**src/logic/sdt_pkg.sv**
```systemverilog
// Constants shared by the standard down timer and its prescaler.
// Assumes one 200 MHz clock domain with a synchronous active-low reset.
package sdt_pkg;

    // ----------------------------------------------------------------
    // Control byte field positions
    // ----------------------------------------------------------------
    localparam int CTRL_RUN     = 7;  // Run control bit
    localparam int CTRL_SINGLE  = 6;  // 1 single, 0 continuous
    localparam int CTRL_INMD_A  = 5;  // Input mode bit a
    localparam int CTRL_INMD_B  = 4;  // Input mode bit b
    localparam int CTRL_IN_EN   = 3;  // Input section enable
    localparam int CTRL_INTS    = 2;  // 1 routes the external pin instead
    localparam int CTRL_OUTMD_A = 1;  // Output mode bit a
    localparam int CTRL_OUTMD_B = 0;  // Output mode bit b

    // ----------------------------------------------------------------
    // Reset values
    // ----------------------------------------------------------------
    localparam logic [7:0] HIGH_RESET  = 8'hFF;
    localparam logic [7:0] LOW_RESET   = 8'hFF;
    localparam logic [7:0] PRESC_RESET = 8'hFF;
    localparam logic [7:0] CTRL_RESET  = 8'h14;

    // ----------------------------------------------------------------
    // Input mode codes {input_mode_bit_a, input_mode_bit_b}
    // ----------------------------------------------------------------
    localparam logic [1:0] MODE_EVENT   = 2'h0;
    localparam logic [1:0] MODE_GATED   = 2'h1;
    localparam logic [1:0] MODE_TRIGGER = 2'h2;
    localparam logic [1:0] MODE_RETRIG  = 2'h3;

    // ----------------------------------------------------------------
    // Timing: internal clock divided by four feeds the prescaler
    // ----------------------------------------------------------------
    localparam int         CLK_DIV  = 4;
    localparam logic [1:0] DIV_LAST = 2'(CLK_DIV - 1);

endpackage

```
**src/logic/sdt_prescaler.sv**
```systemverilog
// Programmable 8-bit prescaler: one output tick per (ratio + 1) input ticks.
// Assumes input ticks are one-cycle pulses on clk_i.
module sdt_prescaler (
    input  wire logic       clk_i,
    input  wire logic       rstn_i,
    input  wire logic       src_tick_i,
    input  wire logic       restart_i,
    input  wire logic [7:0] ratio_i,
    output logic            tick_o
);

    typedef struct packed {
        logic [7:0] cnt;
    } sdt_presc_state_type;

    sdt_presc_state_type st;
    sdt_presc_state_type next_st;

    // Compare with >= so a smaller ratio written on the fly applies at once
    assign tick_o = src_tick_i && (st.cnt >= ratio_i);

    // ----------------------------------------------------------------
    // Next state
    // ----------------------------------------------------------------
    always_comb begin
        next_st = st;
        if (restart_i) begin
            next_st.cnt = 8'h00;
        end else if (src_tick_i) begin
            next_st.cnt = tick_o ? 8'h00 : st.cnt + 8'h01;
        end
    end

    // State register
    always_ff @(posedge clk_i) begin
        if (!rstn_i) begin
            st <= '0;
        end else begin
            st <= next_st;
        end
    end
endmodule

```
**src/logic/sdt_timer.sv**
```systemverilog
// Standard 16-bit down timer with 8-bit prescaler, input and output modes.
// Assumes software writes arrive as one-cycle strobes on clk_i; pins are async.
//
// Operation
// - 16-bit down counter behind 8-bit prescaler; constant held as high and low bytes.
// - Prescaler fed by internal clock over four, oscillator clock, or input pin.
// - Counter underflow at zero is end of count and may request interrupt.
// - End-of-count request is placed on an external interrupt channel.
// - Setting run bit starts counting next cycle; clearing it stops counting.
// - Restart resumes held count, or loads constant written while stopped.
// - Constant written while running loads at end of count; prescaler at once.
// - Counter bytes and prescaler reset to all ones.
// - Single mode: at end of count reload constant and clear run bit.
// - Continuous mode: at end of count reload and keep counting.
// - Single/continuous bit writable anytime, together with run bit.
// - Input section disabled: internal clock over four, pin ignored.
// - Event mode: each falling input edge, or each rising oscillator edge when selected, is a counting clock.
// - Gated mode: count at internal clock over four while pin high.
// - Triggerable mode: count after run set and a falling edge.
// - Retriggerable: falling edge while running reloads constants; ignored when stopped.
// - Prescaler ratio is value plus one.
// - Output mode zero holds output pin high.
// - Square wave mode toggles output pin at every end of count.
// - PWM mode copies output mode bit b to pin at end of count.
module sdt_timer (
    input  wire logic        clk_i,
    input  wire logic        rstn_i,
    input  wire logic [7:0]  write_data_i,
    input  wire logic        write_high_i,
    input  wire logic        write_low_i,
    input  wire logic        write_presc_i,
    input  wire logic        write_ctrl_i,
    input  wire logic        osc_source_select_i,
    input  wire logic        timer_input_pin_i,
    input  wire logic        oscillator_derived_clock_i,
    input  wire logic        ext_irq_pin_i,
    output logic [15:0]      count_o,
    output logic [7:0]       prescaler_value_o,
    output logic [7:0]       timer_control_o,
    output logic             timer_output_pin_o,
    output logic             irq_channel_o
);

    // ----------------------------------------------------------------
    // State
    // ----------------------------------------------------------------
    typedef struct packed {
        logic        pin_meta;
        logic        pin_sync;
        logic        pin_prev;
        logic        osc_meta;
        logic        osc_sync;
        logic        osc_prev;
        logic        ext_meta;
        logic        ext_sync;
        logic [1:0]  div;
        logic [7:0]  const_high;
        logic [7:0]  const_low;
        logic [7:0]  presc;
        logic [7:0]  ctrl;
        logic [15:0] count;
        logic        pending;
        logic        armed;
        logic        out_pin;
        logic        irq;
    } sdt_state_type;

    sdt_state_type st;
    sdt_state_type next_st;

    logic        run;
    logic        input_en;
    logic [1:0]  in_mode;
    logic [1:0]  out_mode;
    logic        div_tick;
    logic        pin_fall;
    logic        osc_rise;
    logic        count_en;
    logic        raw_src;
    logic        src_tick;
    logic        count_tick;
    logic        eoc;
    logic        retrig;
    logic        start_load;
    logic        presc_restart;
    logic [15:0] constant;

    // ----------------------------------------------------------------
    // Decode of control byte and pin events
    // ----------------------------------------------------------------
    assign run      = st.ctrl[sdt_pkg::CTRL_RUN];
    assign input_en = st.ctrl[sdt_pkg::CTRL_IN_EN];
    assign in_mode  = {st.ctrl[sdt_pkg::CTRL_INMD_A], st.ctrl[sdt_pkg::CTRL_INMD_B]};
    assign out_mode = {st.ctrl[sdt_pkg::CTRL_OUTMD_A], st.ctrl[sdt_pkg::CTRL_OUTMD_B]};
    assign constant = {st.const_high, st.const_low};
    assign div_tick = (st.div == sdt_pkg::DIV_LAST);
    assign pin_fall = st.pin_prev && !st.pin_sync;
    assign osc_rise = st.osc_sync && !st.osc_prev;

    // Counting allowed: run bit, plus a seen trigger in triggerable mode
    assign count_en = run && !(input_en && in_mode == sdt_pkg::MODE_TRIGGER && !st.armed);

    // Prescaler source selection
    always_comb begin
        if (!input_en) begin
            raw_src = div_tick;
        end else begin
            unique case (in_mode)
                sdt_pkg::MODE_EVENT: raw_src = osc_source_select_i ? osc_rise : pin_fall;
                sdt_pkg::MODE_GATED: raw_src = div_tick && st.pin_sync;
                default:             raw_src = div_tick;
            endcase
        end
    end

    assign src_tick      = raw_src && count_en;
    assign retrig        = input_en && in_mode == sdt_pkg::MODE_RETRIG && run && pin_fall;
    assign start_load    = write_ctrl_i && write_data_i[sdt_pkg::CTRL_RUN] && !run
                           && st.pending;
    assign presc_restart = start_load || retrig;
    assign eoc           = count_tick && (st.count == 16'h0000);

    // Prescaler instance
    sdt_prescaler u_presc (
        .clk_i      (clk_i),
        .rstn_i     (rstn_i),
        .src_tick_i (src_tick),
        .restart_i  (presc_restart),
        .ratio_i    (st.presc),
        .tick_o     (count_tick)
    );

    // ----------------------------------------------------------------
    // Next state
    // ----------------------------------------------------------------
    always_comb begin
        next_st = st;

        // Two-stage synchronisers, third stage for edges
        next_st.pin_meta = timer_input_pin_i;
        next_st.pin_sync = st.pin_meta;
        next_st.pin_prev = st.pin_sync;
        next_st.osc_meta = oscillator_derived_clock_i;
        next_st.osc_sync = st.osc_meta;
        next_st.osc_prev = st.osc_sync;
        next_st.ext_meta = ext_irq_pin_i;
        next_st.ext_sync = st.ext_meta;

        // Internal clock divider by four
        next_st.div = st.div + 2'h1;

        // Software writes to constants and prescaler
        if (write_high_i) begin
            next_st.const_high = write_data_i;
        end
        if (write_low_i) begin
            next_st.const_low = write_data_i;
        end
        if ((write_high_i || write_low_i) && !run) begin
            next_st.pending = 1'b1;
        end
        if (write_presc_i) begin
            next_st.presc = write_data_i;
        end

        // Control write updates all fields at once
        if (write_ctrl_i) begin
            next_st.ctrl = write_data_i;
        end
        // Single mode clears run; a same-cycle software start wins
        if (eoc && st.ctrl[sdt_pkg::CTRL_SINGLE]
                && !(write_ctrl_i && write_data_i[sdt_pkg::CTRL_RUN])) begin
            next_st.ctrl[sdt_pkg::CTRL_RUN] = 1'b0;
        end

        // Trigger arm for triggerable mode
        if (!run) begin
            next_st.armed = 1'b0;
        end else if (pin_fall) begin
            next_st.armed = 1'b1;
        end

        // Counter
        if (start_load) begin
            next_st.count   = constant;
            next_st.pending = write_high_i || write_low_i; // Same-cycle write wins
        end else if (retrig) begin
            next_st.count = constant;
        end else if (count_tick) begin
            if (eoc) begin
                next_st.count = constant;
            end else begin
                next_st.count = st.count - 16'h0001;
            end
        end

        // Output pin
        if ({next_st.ctrl[sdt_pkg::CTRL_OUTMD_A], next_st.ctrl[sdt_pkg::CTRL_OUTMD_B]}
                == 2'h0) begin
            next_st.out_pin = 1'b1;
        end else if (eoc) begin
            if (out_mode[1]) begin
                next_st.out_pin = out_mode[0];
            end else begin
                next_st.out_pin = !st.out_pin;
            end
        end

        // Interrupt channel: timer end of count or external pin
        next_st.irq = next_st.ctrl[sdt_pkg::CTRL_INTS] ? st.ext_sync : eoc;
    end

    // State register
    always_ff @(posedge clk_i) begin
        if (!rstn_i) begin
            st            <= '0;
            st.const_high <= sdt_pkg::HIGH_RESET;
            st.const_low  <= sdt_pkg::LOW_RESET;
            st.presc      <= sdt_pkg::PRESC_RESET;
            st.ctrl       <= sdt_pkg::CTRL_RESET;
            st.count      <= {sdt_pkg::HIGH_RESET, sdt_pkg::LOW_RESET};
            st.out_pin    <= 1'b1;
            st.pin_meta   <= 1'b1; // Idle pin level, no false edge
            st.pin_sync   <= 1'b1;
            st.pin_prev   <= 1'b1;
        end else begin
            st <= next_st;
        end
    end

    // Outputs
    assign count_o            = st.count;
    assign prescaler_value_o  = st.presc;
    assign timer_control_o    = st.ctrl;
    assign timer_output_pin_o = st.out_pin;
    assign irq_channel_o      = st.irq;
endmodule

```
**config.mk**
```make
export PLATFORM = sky130hd
export DESIGN_NAME = sdt_timer
export DESIGN_NICKNAME = d
export VERILOG_FILES = /design/src/logic/sdt_pkg.sv /design/src/logic/sdt_prescaler.sv /design/src/logic/sdt_timer.sv
export SDC_FILE = /design/constraint.sdc
export NUM_CORES = 1
export LEC_CHECK = 0
export BUFFER_PORTS_ARGS = -buffer_cell sky130_fd_sc_hd__buf_4
export CORE_ASPECT_RATIO = 1.25
export CORE_MARGIN = 2
export CORE_UTILIZATION = 50
export CTS_CLUSTER_SIZE = 20
export DETAILED_ROUTE_END_ITERATION = 16
export GPL_ROUTABILITY_DRIVEN = 1
export GPL_TIMING_DRIVEN = 0
export PLACE_DENSITY = 0.76
export SKIP_CTS_REPAIR_TIMING = 1
export SYNTH_ARGS = -nofsm -noshare
export SYNTH_HDL_FRONTEND = slang
export SYNTH_SLANG_ARGS = --single-unit
```
**constraint.sdc**
```tcl
create_clock -name clk_i -period 3.08 [get_ports clk_i]
set_input_delay 0 -clock clk_i [delete_from_list [all_inputs] [get_ports clk_i]]
set_output_delay 0 -clock clk_i [all_outputs]
set_load 0.01 [all_outputs]
```
# ---- Word level (Yosys, flattened, before mapping)
# Index checks and enable logic that the tools add are counted.
dict set report classes {
  addsub 3
  multipliers 0
  n_div 0
  n_lt_le_gt_ge 1
  eq_ne 4
  shifts 0
  mux 13
  bitwise 1
  reduce_logical 36
}
# cell n
set ops {}
lappend ops {{$mux 16} 4}
lappend ops {{$logic_and 1x1->1} 18}
lappend ops {{$logic_not 16->1} 1}
lappend ops {{$sub 16x1->16 const B} 1}
lappend ops {{$add 8x1->8 const B} 1}
lappend ops {{$ge 8x8->1} 1}
lappend ops {{$mux 8} 1}
lappend ops {{$logic_not 1->1} 7}
lappend ops {{$eq 2x2->1 const B} 3}
lappend ops {{$mux 1} 6}
lappend ops {{$reduce_or 2->1} 3}
lappend ops {{$logic_not 2->1} 2}
lappend ops {{$mux 3} 1}
lappend ops {{$reduce_bool 3->1} 1}
lappend ops {{$add 2x1->2 const B} 1}
lappend ops {{$eq 2x1->1 const B} 1}
lappend ops {{$logic_or 1x1->1} 2}
lappend ops {{$pmux 1 s2} 1}
lappend ops {{$reduce_and 2->1} 1}
lappend ops {{$reduce_bool 2->1} 1}
lappend ops {{$not 1->1} 1}
dict set report word_totals {
  ff_bits 70
  latchBits 0
  mem_bits_rw 0
  mem_bits_ro 0
  inputBits 18
  memories 0
}

# ---- Logic depth before layout (Yosys ltp)
# Gate-level depths: netlist of the first run.
dict set report depth {
  ltp_word 12
  depth_mapped 9
}

# ---- Hierarchy
# Synthesis of the first run repeated with hierarchy kept, for this count alone.
dict set report unflattened {
  hier_cells 384
  area_unflattened_um2 3493.4
}
# mod n_inst cells_each area_each_um2
set by_module_without_submodules {}
lappend by_module_without_submodules {sdt_timer 1 321 2901.5}
lappend by_module_without_submodules {sdt_prescaler 1 63 591.8}

# ---- Worst setup path before layout of the first run
# OpenSTA, ideal clock, no wires.
dict set report synth_timing {
  path_kind {register to register}
  startpoint {register st, in the netlist prescaler_value_o[5]}
  endpoint {register st, in the netlist count_o[14]}
  setup_ns 0.122
  t_arrival_ns 2.162
  path_slack_ns 0.797
  path_stages_with_launch 10
  path_buffers 1
  period_less_slack_ns 2.283
  cell_sequence {dfxtp_1 -> inv_1 -> ha_1 -> nand2_1 -> or3_1 -> o221a_2 -> nor2_1 -> clkbuf_1 -> a31oi_1 -> o32a_1}
}
dict set report synth_via {
  elab_chain_len 7
  word_cells_on_any_way 8
}
# element line_no
set synth_lines {}
lappend synth_lines {{from (decl)} sdt_timer.sv:68} ;# sdt_state_type st;
lappend synth_lines {{from (signal assigned)} sdt_timer.sv:227} ;# st <= next_st;
lappend synth_lines {{$ge 8x8->1 *} sdt_prescaler.sv:20} ;# assign tick_o = src_tick_i && (st.cnt >= ratio_i);
lappend synth_lines {{$logic_and 1x1->1 *} sdt_prescaler.sv:20}
lappend synth_lines {{$logic_and 1x1->1} sdt_timer.sv:121} ;# assign eoc = count_tick && (st.count == 16'h0000);
lappend synth_lines {{$mux 16} sdt_timer.sv:190} ;# if (eoc) begin
lappend synth_lines {{$mux 16} sdt_timer.sv:189} ;# end else if (count_tick) begin
lappend synth_lines {{$mux 16} sdt_timer.sv:187} ;# end else if (retrig) begin
lappend synth_lines {{$mux 16} sdt_timer.sv:184} ;# if (start_load) begin
# Every way passes the cells marked *; elsewhere a longest branch is shown, timed or not. The select of a mux whose other input is x is not followed.
# A chain may end at the register's enable or synchronous reset.

# ---- Worst setup path after layout of the first run
dict set report layout_timing {
  startpoint {register st, in the netlist prescaler_value_o[3]}
  endpoint {register st, in the netlist count_o[14]}
}
# The elaborated chain is that of the path after synthesis.

==> metrics.yaml, run 1 <==
yosys:
  synthFlopType: "dfxtp_1"
  yosysMostFrequentCell: "dfxtp_1"
  ys_types: 56
  netlist_top_cells_count: "dfxtp_1 (70), nand2_1 (48), buf_4 (34)"
  synth_nets: 438
  ys_ff_latch: 70
  synth.cell_area_sq_mm: 0.00354
  synth_area_leader_cell: "dfxtp_1"
  synthTopCellsByArea: "dfxtp_1 (40%), buf_4 (7.2%), mux2i_1 (6.8%)"
  synth.avg_cell_area_sq_um: 8.68
  yosysSeqAreaShare: 0.396
  yosysWarnings: 0
  async_reset_ff_frac: 0
  synthCells: 408
  synth_top_cell_area_share: 0.396
  synth_edf_count: 0
clocking:
  root_buffer: "clkbuf_8"
  clk_pin_slew_ps: 90
  clock_path_buffers: 2
  worstSkewPairLatency_ps: 360
  clkSinkCount: 70
  cts_made_buffers: 9
  htreeDepth: 3
  cts_tree: "built"
run_status:
  violations: "negative hold slack"
  status: "finished, violations left"
power_and_ir_drop:
  powerDensity_mw_per_mm2: 448
  total_leakage_power_uw: 0.00181
  total_power_uw: 1940
  peakVddDrop_v: 0.000446
timing:
  fin_hold_ws_ps: -23.2
  period_minus_slack_ps: 2790
  final.setup.worst_slack_ps: 286
  timing.fmax_mhz: 358
  timing.setup.tns_ps: 0
  hold_viol: 1
  fin_crit_sh: 0.907
  max_slew.worst_pin.slew_ps: 737
  maxSlewViolCount: 0
  max-slew-margin-rel: 0.509
  rsz0062_at_grt: "false"
  report.final.setup_viol: 0
  finClkSkew_ps: 9.30
critical_path:
  r2r-end: "count_o[14]"
  critical_path_class: "register to register"
  worstPathRequired_ps: 3330
  crit_arrival_ps: 3050
  cp_max_fo: 10
  end_kind: "register"
  start_kind: "register"
  reg2regPathDepth: 9
  r2r_setup_slack_ps: 290
  rr_startpoint: "prescaler_value_o[3]"
floorplan:
  placementRows: 34
  die_w_microns: 79.3
  die-area_sq_mm: 0.00778
  ios: 52
  start_util: 0.511
  core_sq_mm: 0.00693
  die_h_microns: 98.1
drt:
  postRouteAntennaNets: 0
  num_vias: 3277
  vias_per_cell: 5.73
  drt_iter0_drc: 176
  dr.pass1.iters: 5
  drt-wirelength-per-cell_microns: 17.0
  drc: 0
  wl_microns: 9700
hold_path:
  holdPathEnd: "count_o[4]"
  worst_hold_path_type: "input pin to register"
  min_path_cells: 3
  min_from: "rstn_i"
global_routing:
  grt_max_degree: 17
  first_global_vias: 3131
  grtUsageTotal: 0.262
  grt-ovfl-total: 0
  grt_pass1_wl_microns: 15800
  antenna_found_initial: 0
finish:
  fin_area_sq_mm: 0.00432
  drive_gt1_frac: 0.224
  fin_util: 0.623
  final_nets: 507
  area.growth.synth_to_final_pct: 21.9
  n_antenna_cell: 0
place:
  portBuffers: 47
  postPlaceCellArea_sq_mm: 0.00401
  hpwlAfterDp_microns: 6930
  place.gp.congestion: 0.937
  dp_slack_ps: 199
run:
  drv_cap: 0
==> final cells by class <==
cell class	instances	area (sq um)
plain buffers	50	317
clock buffers	9	124
clock inverters	7	68.8
fillers	584	2620
inverters	15	56.3
multi-input cells	273	1780
flip-flops and latches	70	1400
well taps	90	113
repair buffers	58	463
==> cells by family (layout without fill, tap and decap cells) <==
| logic type | Yosys count | count (layout) | share of synthesized area |
|---|---|---|---|
| muxes | 24 | 24 | 0.0678 |
| DFF | 70 | 70 | 0.396 |
| and+or+nand+nor | 146 | 146 | 0.203 |
| AOI/OAI and AO/OA | 85 | 85 | 0.171 |
| xor gates and xnor gates | 6 | 6 | 0.0148 |
| adders and majority gates | 12 | 12 | 0.0424 |
| buffers and inverters | 65 | 139 | 0.105 |
==> state kept, by name, indices dropped and copies added (netlist names) <==
| signal | flops |
|---|---|
| irq_channel_o | 1 |
| u_presc.st | 8 |
| st | 7 |
| prescaler_value_o | 8 |
| constant | 16 |
| timer_control_o | 8 |
| count_o | 16 |
| next_st | 5 |
| timer_output_pin_o | 1 |
==> critical path, stage by stage, from the launching register on <==
cell and delay [ps]:
dfxtp_1 350, inv_1 70, ha_1 280, nor2_1 50
or3_1 410, o221a_2 350, nor2_1 480, clkbuf_2 380
a31oi_1 130, o32a_1 190
==> through the flow <==
| stage | std cells | hold slack (ps) |
|---|---|---|
| after floorplan | 408 | 101 |
| after global placement | 545 | 183 |
| after detailed placement | 545 | 191 |
| after CTS | 561 | -191 |
| after global routing | 572 | 7.67 |
| final | 572 | -23.2 |
==> worst max-delay path by stage <==
stage                                    start           to  slack (ps)  cells past startpoint
final                     prescaler_value_o[3]  count_o[14]         290                      9
after global routing      prescaler_value_o[5]  count_o[14]         110                      9
after CTS                 prescaler_value_o[3]  count_o[14]         190                      9
after detailed placement  prescaler_value_o[3]  count_o[14]         200                      9
after global placement    prescaler_value_o[5]  count_o[14]         260                      9
after floorplan           prescaler_value_o[5]  count_o[14]         800                      9
==> layout by cell type (no fill, tap or decap), types with 4 or more instances in the layout <==
cell / n
nor3_1: 12
ha_1: 12
nand2b_1: 7
a31oi_1: 6
dlygate4sd3_1: 11
clkbuf_1: 13
nand3_1: 9
a21oi_1: 18
clkbuf_8: 9
o211ai_1: 13
mux2i_1: 24
o21ai_0: 11
dfxtp_1: 70
nor2b_1: 4
nor2_1: 30
nand2_1: 48
buf_4: 81
inv_1: 14
and2_1: 11
nand4_1: 8
inv_6: 4
xor2_1: 5
==> metal layers <==
metal / track usage / wire, microns / part of all wire
met1: 0.328 / 4000 / 0.41
met5: 0 / 0 / 0
met4: 0.151 / 473 / 0.049
met2: 0.419 / 4640 / 0.48
met3: 0.0508 / 586 / 0.060
==> report_power, final <==
| group | switching [uW] | leakage [uW] | internal, uW |
|---|---|---|---|
| sequential | 28.3 | 0.000575 | 941 |
| combinational | 110 | 0.00113 | 105 |
| clock | 430 | 0.000101 | 321 |
No activity file was read; power rests on OpenSTA's default activity.
==> run 2, diff against run 1 <==
--- a/config.mk
+++ b/config.mk
@@ -8,13 +8,14 @@
 export BUFFER_PORTS_ARGS = -buffer_cell sky130_fd_sc_hd__buf_4
 export CORE_ASPECT_RATIO = 1.25
 export CORE_MARGIN = 2
-export CORE_UTILIZATION = 50
+export CORE_UTILIZATION = 45
 export CTS_CLUSTER_SIZE = 20
 export DETAILED_ROUTE_END_ITERATION = 16
 export GPL_ROUTABILITY_DRIVEN = 1
 export GPL_TIMING_DRIVEN = 0
-export PLACE_DENSITY = 0.76
+export PLACE_DENSITY = 0.7
 export SKIP_CTS_REPAIR_TIMING = 1
 export SYNTH_ARGS = -nofsm -noshare
 export SYNTH_HDL_FRONTEND = slang
+export SYNTH_HIERARCHICAL = 1
 export SYNTH_SLANG_ARGS = --single-unit
==> metrics.yaml, run 2 <==
run_status:
  status: "complete, no violations"
yosys:
  yosysSeqAreaShare: 0.401  # +0.00553
  synthTopCellsByArea: "dfxtp_1 (40%), mux2i_1 (10%), buf_4 (6.9%)"
  synthCells: 384  # -5.9%
  async_reset_ff_frac: 0  # unchanged
  synth_top_cell_area_share: 0.401  # +0.00553
  synth.cell_area_sq_mm: 0.00349  # -1.4%
  synthFlopType: "dfxtp_1"
  yosysWarnings: 6  # +6
  synth.avg_cell_area_sq_um: 9.10  # +4.8%
  ys_types: 54  # -3.6%
  synth_xor_area_frac: 0.0276  # +0.0127
  synth_edf_count: 0  # unchanged
  synthAdderAreaFrac: 0.0394  # -0.00299
  synth_nets: 413  # -5.7%
  netlist_top_cells_count: "dfxtp_1 (70), nand2_1 (47), mux2i_1 (36)"
  muxShareOfSynthArea: 0.106  # +0.0386
  ys_ff_latch: 70  # unchanged
  synth-simple-area-share: 0.212  # +0.00893
  synth_compound_area_frac: 0.101  # -0.0707
  synth_top_family_by_area: "simple AND/OR/NAND/NOR gates"
  synth_area_leader_cell: "dfxtp_1"
  yosysMostFrequentCell: "dfxtp_1"
timing:
  fin_hold_ws_ps: 210  # +233 ps
  max-slew-margin-rel: 0.533  # +0.0247
  timing.fmax_mhz: 345  # -3.6%
  maxSlewViolCount: 0  # unchanged
  max_slew.worst_pin.slew_ps: 700  # -37.0 ps
  period_minus_slack_ps: 2900  # +105 ps
  hold_viol: 0  # -1
  fin_crit_sh: 0.941  # +0.0342
  finClkSkew_ps: 11.0  # +1.75 ps
  timing.setup.tns_ps: 0  # unchanged
  final.setup.worst_slack_ps: 180  # -105 ps
  report.final.setup_viol: 0  # unchanged
critical_path:
  r2r-end: "count_o[1]"
  worstPathRequired_ps: 3330  # about the same
  cp_max_fo: 16  # +6
  end_kind: "register"
  r2r_setup_slack_ps: 180  # -110 ps
  critical_path_class: "register to register"
  crit_arrival_ps: 3150  # +100 ps
  rr_startpoint: "timer_control_o[5]"
  reg2regPathDepth: 12  # +3
  start_kind: "register"
drt:
  num_vias: 2980  # -9.1%
  drt_iter0_drc: 128  # -27%
  drc: 0  # unchanged
  dr.pass1.iters: 4  # -1
  drt-wirelength-per-cell_microns: 15.5  # -8.6%
  postRouteAntennaNets: 0  # unchanged
  wl_microns: 8660  # -11%
  vias_per_cell: 5.33  # -6.9%
clocking:
  cts_made_buffers: 9  # unchanged
  worstSkewPairLatency_ps: 350  # about the same
  htreeDepth: 3  # unchanged
  clk_pin_slew_ps: 80  # about the same
  clkSinkCount: 70  # unchanged
  clock_path_buffers: 2  # unchanged
  root_buffer: "clkbuf_8"
  cts_tree: "built"
finish:
  area.growth.synth_to_final_pct: 24.8
  fillerInstances: 690  # +18%
  final_cell_mix: "buf_4 (87), dfxtp_1 (70), nand2_1 (47)"
  final_common_cell: "buf_4"
  drive_gt1_frac: 0.270  # +0.0457
  final_nets: 491  # -3.2%
  n_antenna_cell: 0  # unchanged
global_routing:
  grt_pass1_wl_microns: 13800  # -13%
  grtUsageTotal: 0.205  # -0.0576
  grt_max_degree: 17  # unchanged
  antenna_found_initial: 0  # unchanged
  grt-ovfl-total: 0  # unchanged
  first_global_vias: 2806  # -10%
hold_path:
  min_from: "write_ctrl_i"
  min_path_cells: 3  # unchanged
  holdPathEnd: "timer_control_o[7]"
  worst_hold_path_type: "input pin to register"
floorplan:
  start_util: 0.469  # -0.0416
  die-area_sq_mm: 0.00849  # +9.1%
  core_sq_mm: 0.00744  # +7.4%
  die_h_microns: 103  # +4.5%
  placementRows: 35  # +2.9%
  die_w_microns: 82.8  # +4.4%
  ios: 52  # unchanged
power_and_ir_drop:
  peakVddDrop_v: 0.000265  # -41%
  powerDensity_mw_per_mm2: 418  # -6.7%
  total_leakage_power_uw: 0.00198  # +9.2%
  total_power_uw: 1820  # -5.8%
run:
  drv_cap: 0  # unchanged
place:
  place.gp.congestion: 0.919  # -1.9%
  hpwlAfterDp_microns: 6110  # -12%
  portBuffers: 47  # unchanged
  dp_slack_ps: -526  # -724 ps
[run 2: changes by cell type in the layout (fill, tap and decap cells not counted), sizes merged, moves of 5 or more]
cell,delta
nor4,+6
a31oi,-5
xnor2,+6
nand3,-6
a21oi,-9
and2,-5
buf,+8
mux2i,+12
o211ai,-12
nor2,-5
[run 2: worst max-delay path, stage by stage (launching register included)]
cell and delay, ps:
dfxtp_1 420, a21oi_1 90, o21ai_0 170, a32oi_1 80
nor2b_1 150, buf_4 140, o2111a_1 160, a22o_1 190
buf_12 170, nand4bb_4 190, or4_4 590, and3_4 210
o311ai_2 240
[run 2: metal layers]
metal / part of all wire / global-route usage / routed length, microns / up-vias
met5: 0 / 0 / 0 / -
met4: 0.031 / 0.0946 / 269 / 0
met3: 0.048 / 0.0464 / 419 / 28
met2: 0.49 / 0.355 / 4260 / 100
met1: 0.43 / 0.245 / 3720 / 1385
li1: - / - / - / 1467
[run 2: cells by family (layout without fill, tap and decap cells)]
group	count (synthesis)	count (layout)
AOI/OAI and AO/OA	52	52
xor gates and xnor gates	11	11
adders and majority gates	11	11
buffers and inverters	68	151
DFF	70	70
muxes	37	37
and+or+nand+nor	135	135
[run 2: worst max path at each step]
stage | start | endpoint | slack [ps] | depth (start not counted)
after global placement | next_st[59] | count_o[9] | -500 | 14
final | timer_control_o[5] | count_o[1] | 180 | 12
after global routing | next_st[59] | timer_output_pin_o | -10 | 14
after detailed placement | next_st[59] | count_o[9] | -530 | 14
after floorplan | next_st[59] | count_o[1] | 270 | 12
after CTS | next_st[59] | count_o[9] | -550 | 14
[run 2: per-stage QoR]
step / area [sq um] / cells / utilization
global route: 4360 / 559 / 0.586
global placement: 3960 / 523 / 0.532
floorplan: 3490 / 384 / -
finish: 4360 / 559 / 0.586
CTS: 4130 / 539 / 0.555
detailed placement: 3960 / 523 / 0.532
[run 2: cell type report]
type	count	area (sq um)	share of cell area
multi-input cells	246	1730	0.397
plain buffers	50	340	0.0781
repair buffers	67	536	0.123
flip-flops and latches	70	1400	0.321
clock buffers	12	145	0.0333
clock inverters	4	22.5	0.00517
well taps	92	115	0.0264
inverters	18	67.6	0.0155
[run 2: power breakdown]
part | internal, uW | switching, uW | total [uW]
sequential | 941 | 28.8 | 970
clock | 311 | 336 | 647
combinational | 106 | 99.7 | 206
